$ cat src/setpoint_pkg.sv
// constants and encodings for the setpoint output block
package setpoint_pkg;

  // ----------------------------------------
  // widths
  // ----------------------------------------
  localparam int VALUE_W = 18;
  localparam int HYST_W = 16;
  localparam int DELAY_W = 13;
  localparam int CMP_W = 20;

  // ----------------------------------------
  // documented limits
  // ----------------------------------------
  localparam logic signed [VALUE_W-1:0] SETPOINT_MIN = -18'sd19999;
  localparam logic signed [VALUE_W-1:0] SETPOINT_MAX = 18'sd99999;
  localparam logic [HYST_W-1:0] HYST_MIN = 16'h0001;
  localparam logic [HYST_W-1:0] HYST_MAX = 16'hEA5F;
  localparam logic [DELAY_W-1:0] DELAY_MAX_S = 13'h176F;

  // ----------------------------------------
  // reset values
  // ----------------------------------------
  localparam logic [DELAY_W-1:0] DELAY_RST = 13'h0000;
  localparam logic COLOR_RST = 1'b0;

  // ----------------------------------------
  // setpoint action and reset action codes
  // ----------------------------------------
  typedef enum logic [1:0] {
    HIGH_BALANCED_ACTION = 2'h0,
    LOW_BALANCED_ACTION = 2'h1,
    HIGH_UNBALANCED_ACTION = 2'h2,
    low_unbalanced_action = 2'h3
  } action_t;

  typedef enum logic [1:0] {
    AUTO_RESET_MODE = 2'h0,
    latch_immediate_mode = 2'h1,
    latch_delayed_reset_mode = 2'h2
  } reset_mode_t;

  // ----------------------------------------
  // power-up sequencing, one-hot
  // ----------------------------------------
  typedef enum logic [2:0] {
    BOOT_ST = 3'b001,
    FIRST_EVAL_ST = 3'b010,
    RUN_ST = 3'b100
  } boot_t;

endpackage

$ cat src/setpoint_output.sv
// setpoint comparator, delay timers, reset actions and color change
`timescale 1ns/1ps

// How it works
// - high acting, band split around setpoint
// - low acting, band split around setpoint
// - unbalanced band below high, above low
// - signed setpoint -19999 to 99999 counts
// - hysteresis 1..59999 shapes switching thresholds
// - on-delay up to 5999 s, zero immediate; not clamped here, any 13-bit value up to 8191 s is timed
// - off-delay up to 5999 s, zero immediate; not clamped here, any 13-bit value up to 8191 s is timed
// - auto mode clears output at off point
// - auto manual reset clears until recrossed
// - latch modes hold until reset or power
// - immediate latch reset clears at once
// - delayed latch reset waits for off point
// - power-up clears latch when value below setpoint
// - pending delayed reset dropped unless held
// - display reset may also reset output
// - only with display-reset function and input shown
// - standby blocks output until first crossing
// - backlight color toggles on output change
// - disabled setpoint keeps output inactive
module setpoint_output
  import setpoint_pkg::*;
#(
  parameter int DELAY_BITS = DELAY_W
)
(
  // clock and reset
  input wire logic clock_i,
  input wire logic rstn_i,
  // configuration
  input wire logic enable_i,
  input wire logic [1:0] action_i,
  input wire logic [1:0] reset_mode_i,
  input wire logic signed [VALUE_W-1:0] setpoint_i,
  input wire logic [HYST_W-1:0] hysteresis_i,
  input wire logic [DELAY_BITS-1:0] on_delay_i,
  input wire logic [DELAY_BITS-1:0] off_delay_i,
  input wire logic reset_with_display_i,
  input wire logic display_reset_function_i,
  input wire logic input_shown_i,
  input wire logic standby_i,
  input wire logic color_change_i,
  // measurement and timing
  input wire logic signed [VALUE_W-1:0] value_i,
  input wire logic value_update_i,
  input wire logic second_tick_i,
  // reset sources
  input wire logic manual_reset_i,
  input wire logic display_reset_i,
  input wire logic serial_reset_i,
  // state kept over a power cycle
  input wire logic retained_latch_i,
  input wire logic retained_pending_i,
  // status
  output logic output_o,
  output logic color_o,
  output logic pending_reset_o,
  output logic standby_o
);

  // ----------------------------------------
  // thresholds
  // ----------------------------------------
  logic signed [CMP_W-1:0] value_x;
  logic signed [CMP_W-1:0] sp_x;
  logic signed [CMP_W-1:0] half_lo;
  logic signed [CMP_W-1:0] half_hi;
  logic signed [CMP_W-1:0] full_h;
  logic signed [VALUE_W-1:0] sp_c;
  logic [HYST_W-1:0] h_c;
  logic on_hit;
  logic off_hit;

  // clamp keeps out-of-range setup from wrapping the compare
  assign sp_c = (setpoint_i < SETPOINT_MIN) ? SETPOINT_MIN
              : (setpoint_i > SETPOINT_MAX) ? SETPOINT_MAX : setpoint_i;
  assign h_c = (hysteresis_i < HYST_MIN) ? HYST_MIN
             : (hysteresis_i > HYST_MAX) ? HYST_MAX : hysteresis_i;

  always_comb
  begin
    value_x = CMP_W'(value_i);
    sp_x = CMP_W'(sp_c);
    full_h = CMP_W'({1'b0, h_c});
    half_lo = full_h >>> 1;
    half_hi = full_h - half_lo;
    on_hit = 1'b0;
    off_hit = 1'b0;
    unique case (action_t'(action_i))
      HIGH_BALANCED_ACTION:
      begin
        on_hit = value_x > sp_x + half_hi;
        off_hit = value_x < sp_x - half_lo;
      end
      LOW_BALANCED_ACTION:
      begin
        on_hit = value_x < sp_x - half_lo;
        off_hit = value_x > sp_x + half_hi;
      end
      HIGH_UNBALANCED_ACTION:
      begin
        on_hit = value_x > sp_x;
        off_hit = value_x < sp_x - full_h;
      end
      low_unbalanced_action:
      begin
        on_hit = value_x < sp_x;
        off_hit = value_x > sp_x + full_h;
      end
    endcase
  end

  // ----------------------------------------
  // power-up sequencing
  // ----------------------------------------
  boot_t boot_r;
  logic held_at_boot_r;

  always_ff @(posedge clock_i)
  begin
    if (!rstn_i)
    begin
      boot_r <= BOOT_ST;
    end
    else
    begin
      unique case (boot_r)
        BOOT_ST: boot_r <= FIRST_EVAL_ST;
        FIRST_EVAL_ST: if (value_update_i) boot_r <= RUN_ST;
        RUN_ST: boot_r <= RUN_ST;
      endcase
    end
  end

  // reset input level caught on the first clock after release
  always_ff @(posedge clock_i)
  begin
    if (!rstn_i)
      held_at_boot_r <= 1'b0;
    else if (boot_r == BOOT_ST)
      held_at_boot_r <= manual_reset_i;
  end

  // ----------------------------------------
  // hysteresis state, updated per display update
  // ----------------------------------------
  logic cond_r;

  always_ff @(posedge clock_i)
  begin
    if (!rstn_i || !enable_i)
    begin
      cond_r <= 1'b0;
    end
    else if (value_update_i)
    begin
      if (on_hit)
      begin
        cond_r <= 1'b1;
      end
      else if (off_hit)
      begin
        cond_r <= 1'b0;
      end
    end
  end

  // ----------------------------------------
  // on/off delay filter
  // ----------------------------------------
  logic trig_r;
  logic [DELAY_BITS-1:0] secs_r;
  logic [DELAY_BITS-1:0] delay_sel;
  logic trig_rise;
  logic trig_fall;

  assign delay_sel = cond_r ? on_delay_i : off_delay_i;

  always_ff @(posedge clock_i)
  begin
    if (!rstn_i || !enable_i)
    begin
      trig_r <= 1'b0;
      secs_r <= DELAY_BITS'(DELAY_RST);
    end
    else if (cond_r == trig_r)
    begin
      secs_r <= DELAY_BITS'(DELAY_RST);
    end
    else if (secs_r >= delay_sel)
    begin
      trig_r <= cond_r;
      secs_r <= DELAY_BITS'(DELAY_RST);
    end
    else if (second_tick_i)
    begin
      secs_r <= secs_r + 1'b1;
    end
  end

  // trig_r only changes through the filter, so edges are real crossings
  logic trig_d_r;

  always_ff @(posedge clock_i)
  begin
    if (!rstn_i)
    begin
      trig_d_r <= 1'b0;
    end
    else
    begin
      trig_d_r <= trig_r;
    end
  end

  assign trig_rise = trig_r && !trig_d_r;
  assign trig_fall = !trig_r && trig_d_r;

  // ----------------------------------------
  // reset requests
  // ----------------------------------------
  logic disp_rst_ok;
  logic man_rst;
  logic is_latch;
  logic is_delayed;

  assign disp_rst_ok = display_reset_i && reset_with_display_i
                       && display_reset_function_i && input_shown_i;
  assign man_rst = manual_reset_i || disp_rst_ok;
  assign is_latch = reset_mode_i != 2'(AUTO_RESET_MODE);
  assign is_delayed = reset_mode_i == 2'(latch_delayed_reset_mode);

  // ----------------------------------------
  // standby
  // ----------------------------------------
  logic standby_r;

  always_ff @(posedge clock_i)
  begin
    if (!rstn_i)
    begin
      standby_r <= 1'b0;
    end
    else if (boot_r == BOOT_ST)
    begin
      standby_r <= standby_i && enable_i;
    end
    else if (standby_r && boot_r == RUN_ST && (!cond_r || !enable_i))
    begin
      standby_r <= 1'b0; // off side seen, next rise is a crossing
    end
  end

  // ----------------------------------------
  // output and delayed-reset memory
  // ----------------------------------------
  logic out_r;
  logic pend_r;
  logic rise_ok;

  assign rise_ok = trig_rise && !standby_r;

  always_ff @(posedge clock_i)
  begin
    if (!rstn_i || !enable_i)
      out_r <= 1'b0; // power cycle clears
    else if (boot_r == FIRST_EVAL_ST)
    begin
      if (value_update_i && is_latch && retained_latch_i)
        out_r <= value_x >= sp_x;
    end
    else if (serial_reset_i && is_latch)
      out_r <= 1'b0;
    else if (rise_ok)
      out_r <= 1'b1;
    else if (!is_latch && (trig_fall || man_rst))
      out_r <= 1'b0;
    else if (is_latch && !is_delayed && man_rst)
      out_r <= 1'b0;
    else if (is_delayed && (pend_r || man_rst) && !trig_r)
      out_r <= 1'b0;
  end

  always_ff @(posedge clock_i)
  begin
    if (!rstn_i || !enable_i || !is_delayed)
      pend_r <= 1'b0;
    else if (boot_r == FIRST_EVAL_ST)
      pend_r <= retained_pending_i && held_at_boot_r;
    else if (serial_reset_i || (out_r && !trig_r && (pend_r || man_rst)))
      pend_r <= 1'b0;
    else if (man_rst && out_r)
      pend_r <= 1'b1;
  end

  // ----------------------------------------
  // backlight color
  // ----------------------------------------
  logic color_r;
  logic out_d_r;

  always_ff @(posedge clock_i)
  begin
    if (!rstn_i)
    begin
      color_r <= COLOR_RST;
      out_d_r <= 1'b0;
    end
    else
    begin
      out_d_r <= out_r;
      if (color_change_i && (out_r != out_d_r))
      begin
        color_r <= !color_r;
      end
    end
  end

  assign output_o = out_r;
  assign color_o = color_r;
  assign pending_reset_o = pend_r;
  assign standby_o = standby_r;

endmodule

$ cat config.mk
export PLATFORM = sky130hd
export DESIGN_NAME = setpoint_output
export DESIGN_NICKNAME = d
export VERILOG_FILES = /design/src/setpoint_pkg.sv /design/src/setpoint_output.sv
export SDC_FILE = /design/constraint.sdc
export NUM_CORES = 1
export LEC_CHECK = 0
export ABC_CLOCK_PERIOD_IN_PS = 7000
export BUFFER_PORTS_ARGS = -buffer_cell sky130_fd_sc_hd__buf_2
export CORE_ASPECT_RATIO = 0.7
export CORE_MARGIN = 1.5
export CORE_UTILIZATION = 50
export DETAILED_ROUTE_END_ITERATION = 10
export PLACE_DENSITY_LB_ADDON = 0.3
export SYNTH_ARGS = -nofsm -noshare
export SYNTH_HDL_FRONTEND = slang
export SYNTH_SLANG_ARGS = --single-unit
$ cat constraint.sdc
create_clock -name clock_i -period 7 [get_ports clock_i]
set_input_delay 1.4 -clock clock_i [delete_from_list [all_inputs] [get_ports clock_i]]
set_output_delay 1.4 -clock clock_i [all_outputs]
set_load 0.005 [all_outputs]
After elaboration in Yosys (flattened, before gate mapping)
Index checks and enable logic that the tools add are counted. Widths: inputs -> output; s select.

$add $sub $neg: 6. Order comparisons: 12. Equal/unequal tests: 11. Mux-type cells: 23. Bitwise logic cells: 1. Reduce and logical (&&, ||, !) cells: 48.

Operator list (number): $add 18x17->19 (2); $gt 18x19->1 (2); $lt 18x19->1 (2); $mux 18 (2); $mux 16 (2); $logic_and 1x1->1 (22); $sub 18x16->19 (1); $sub 18x17->19 (1); $ge 18x18->1 (1); $gt 18x18->1 (1); $gt 18x18->1 const B (1); $lt 18x16->1 const B (1); $lt 18x18->1 (1); $sub 16x15->17 (1); $gt 16x16->1 const B (1); $lt 16x1->1 const B (1); $mux 1 (14); $add 13x1->13 const B (1); $ge 13x13->1 (1); $mux 13 (1); $logic_not 1->1 (9); $pmux 3 s3 (1); $pmux 1 s4 (2); $logic_or 1x1->1 (7); 16 further kinds (23).

Flip-flop bits (word level): 25. Input bits: 97. Output and inout bits: 4. Word-level logic and storage cells: 112.

Longest topological paths before layout
Depth after elaboration: 13. Mapped depth: 36. Depth with buffers taken out: 33.

Worst setup path after synthesis
No wires, ideal clock.

Kind: input to register. Start point: in hysteresis_i[5]. End point: reg cond_r. Library setup time: 0.079 ns. Arrival time: 6.771 ns. Data required time: 6.921 ns. Setup slack: 0.150 ns. Stages: 30. Path buffers: 2. Cells stage by stage: buf_6 -> a211oi_4 -> o21bai_2 -> a21oi_2 -> nor2_1 -> clkbuf_1 -> nor2_1 -> ha_1 -> a21oi_1 -> o21ai_0 -> and2_1 -> o31ai_1 -> a21oi_1 -> or4_1 -> a31o_2 -> nor2_1 -> xnor2_1 -> ha_1 -> and3_1 -> a21o_1 -> o41ai_1 -> xnor2_1 -> ha_1 -> a21oi_1 -> o2111ai_1 -> o21ai_0 -> o21ai_0 -> o21ai_0 -> nand2b_1 -> o211ai_1.

Word-level cells in the longest chain between the ends: 9. Elaborated cells between the ends (all ways): 18. Those cells by class: add/sub (5); order compare (6); mux (5); reduce/logical (2).

RTL lines: start, declared (RTL line setpoint_output.sv:38) `input wire logic [HYST_W-1:0] hysteresis_i,`; $gt 16x16->1 (RTL line setpoint_output.sv:81) `: (hysteresis_i > HYST_MAX) ? HYST_MAX : hysteresis_i;`; $mux 16 (RTL line setpoint_output.sv:81); $mux 16 * (RTL line setpoint_output.sv:80) `assign h_c = (hysteresis_i < HYST_MIN) ? HYST_MIN`; $sub 16x15->17 (RTL line setpoint_output.sv:89) `half_hi = full_h - half_lo;`; $add 18x17->19 (RTL line setpoint_output.sv:95, setpoint_output.sv:101); $gt 18x19->1 (RTL line setpoint_output.sv:95, setpoint_output.sv:101); $pmux 1 s4 (RTL line setpoint_output.sv:92) `unique case (action_t'(action_i))`; $reduce_bool 2->1 (no line); $reduce_and 2->1 (no line); end signal, assigned (RTL line setpoint_output.sv:156) `cond_r <= 1'b0;`; end signal, assigned (RTL line setpoint_output.sv:162) `cond_r <= 1'b1;`; end signal, assigned (RTL line setpoint_output.sv:166) `cond_r <= 1'b0;`; end, declared (RTL line setpoint_output.sv:150) `logic cond_r;`.

Mark *: on every way between the ends. The rest lies on a longest branch, timed or not. A chain may end at the register's enable or synchronous reset.

Worst setup path after layout
Start point: in hysteresis_i[6]. End point: reg cond_r.

Same word-level chain as after synthesis.

==> impl_metrics.ini <==
[cts]
numCtsBuffers = 3
clkTransAtPathRegs_ns = 0.06
htreeDepth = 1
cts_tree = yes
clk_latency_ns = 0.26
clock_path_buffers = 2
root_buffer = clkbuf_16
clock_sinks = 25

[placed_design]
port_buffers = 100
gp_congestion = 0.941
dp_hpwl_um = 20100
placed_cell_area_um2 = 8780

[critical_path]
crit_type = primary input to flip-flop
arrival_ns = 6.80
rr_worst_depth = 12
startpoint_type = primary input
cpMaxStageDelayCell = or4_4
required_ns = 7.14
worstPathMaxFanout = 4
slowest_delay_ns = 0.52
crit_top_cell = buf_4
crit_path_end_kind = flip-flop

[global_route]
grt_pass1_vias = 7197
grt_first_pass_wirelength_um = 36800
gr-total-overflow = 0
grt_max_degree = 18
groute.usage.overall_pct = 27.7
antenna_found_initial = 0

[floorplanning]
die_h_um = 108
core-area_um2 = 15400
initial_core_util_pct = 50.8
row_count = 38
pin_count = 101
die_w_um = 153
dieArea_um2 = 16400

[timing]
worst_slew_margin_rel_pct = 43.2
hold_ws_ns = 0.509
timing.final.crit_period_ns = 6.65
fmax_mhz = 150
hold_violations = 0
worst_pin_slew_ns = 0.852
fin_worst_skew_ns = 0.00489
period_share_pct = 95.0
setup_viol = 0
slew_viol_final = 0

[finish]
area_growth_pct = 15.1
final_nets = 1449
diodes = 0
utilization_pct = 58.5
drive_gt1_share_pct = 16.9
finalInstanceArea_um2 = 9010

[power_and_ir_drop]
p_leak_nw = 4.38
power_density_nw_per_um2 = 155
power_mw = 1.40
vdd_drop_max_mv = 0.0954

[logic_synthesis]
synth_xor_area_share_pct = 9.06
synthTopCellsByCount = ha_1 (182), nor2_1 (90), inv_1 (76)
synth_ff_type = dfxtp_1
synth-seq-cells = 25
synthAdderAreaFrac_pct = 30.6
async_reset_ff_share_pct = 0
yosysWarnings = 0
synth_compound_area_share_pct = 25.0
synth-simple-area-share_pct = 21.2
synth_area_leaders = ha_1 (29%), dfxtp_1 (6.4%), xnor2_1 (5.6%)
synth_most_common_cell = ha_1
synth_area_um2 = 7830
syn_inst = 1040
synth_edf_count = 0
synth_seq_area_share_pct = 6.39
synth_top_area_share_pct = 29.1
synth_top_cell_by_area = ha_1
synth_top_family_by_area = adder cells
syn_avg_cell_area_um2 = 7.53
ys_types = 77
synth_nets = 1324
synth.area.mux_share_pct = 2.59

[drt]
vias = 8122
wl_per_cell_um = 17.2
viasPerCell = 5.95
drtIter0Drc = 544
dr.pass1.iters = 5
ant_nets = 0
drt_wl_total_um = 23400
drc_errors = 0

[job]
drv_cap = 0

[min_path]
whs_path_depth = 2
min_path_type = flip-flop to flip-flop

[run_status]
status = finished clean
path summary, 6_finish.rpt:
path	from	end	slack [ns]
setup / recovery	hysteresis_i[6]	cond_r$_SDFFE_PP0P_	0.35
hold / removal	held_at_boot_r$_SDFFE_PN0P_	held_at_boot_r$_SDFFE_PN0P_	0.51
setup reg to reg	cond_r$_SDFFE_PP0P_	secs_r[1]$_SDFFE_PP0P_	3.17
hold reg to reg	held_at_boot_r$_SDFFE_PN0P_	held_at_boot_r$_SDFFE_PN0P_	0.51
per-layer routing:
metal,up-vias,part of all wire [%],GRT usage (%)
met5,-,0,0
met2,291,40,41.6
met3,10,7.8,1.97
li1,4068,-,-
met4,0,0.48,2.20
met1,3753,52,44.0
what timing repair did:
item	CTS	global route
endpoints found under the setup margin	0	1
resized for setup	0	34
hold buffers	0	0
buffers inserted	0	3
logic make-up (layout without fill, tap and decap cells):
family	Yosys count	after routing
AOI/OAI and AO/OA	292	292
adders and majority gates	189	189
and+or+nand+nor	332	332
DFF	25	25
muxes	20	20
buffers and inverters	101	225
xor gates and xnor gates	81	81
cell usage in the layout, fill, tap and decap left out, types with 16 or more instances in the layout:
| cell | count |
|---|---|
| nor2b_1 | 21 |
| mux2i_1 | 18 |
| nand2b_1 | 16 |
| inv_1 | 75 |
| dfxtp_1 | 25 |
| buf_2 | 100 |
| nand3_1 | 26 |
| nor3_1 | 25 |
| ha_1 | 181 |
| nand4_1 | 21 |
| o21ai_0 | 50 |
| a21oi_1 | 67 |
| buf_4 | 44 |
| nor2_1 | 89 |
| o21a_1 | 25 |
| xor2_1 | 31 |
| a21o_1 | 32 |
| xnor2_1 | 50 |
| nand2_1 | 67 |
registers in the layout (all words and copies together), names as in the netlist:
| name | count |
|---|---|
| color_o | 1 |
| cond_r | 1 |
| held_at_boot_r | 1 |
| out_d_r | 1 |
| trig_d_r | 1 |
| boot_r | 3 |
| output_o | 1 |
| pending_reset_o | 1 |
| standby_o | 1 |
| secs_r | 13 |
| trig_r | 1 |
through the flow:
| stage | worst slack [ns] | setup TNS, ns | cells |
|---|---|---|---|
| after global routing | -0.0447 | -0.0447 | 1364 |
| after global placement | 0.0155 | 0 | 1357 |
| final | 0.348 | 0 | 1364 |
| after CTS | 0.140 | 0 | 1361 |
| after detailed placement | -0.128 | -0.128 | 1357 |
| after floorplan | 0.150 | 0 | 1040 |
power breakdown:
group | leakage [nW] | internal (mW) | switching [mW] | total (mW)
Combinational | 4.14 | 0.514 | 0.609 | 1.12
Sequential | 0.203 | 0.145 | 0.00453 | 0.149
Clock | 0.0371 | 0.0775 | 0.0502 | 0.128
cell type report:
class	count	area (um2)
Clock buffer	3	75.1
Clock inverter	1	7.51
Multi-Input combinational cell	914	7050
Inverter	77	292
Timing Repair Buffer	144	831
Tap cell	200	250
Sequential cell	25	500
Fill cell	1459	6390
worst max-delay path: cells and delay by family:
family,cells,cell delay [ns]
buf+inv,6,0.72
xor+xnor,1,0.17
compound gates,17,2.46
simple gates,4,0.90
fa+ha+maj,3,1.12
Power figures use the tool's default switching activity.
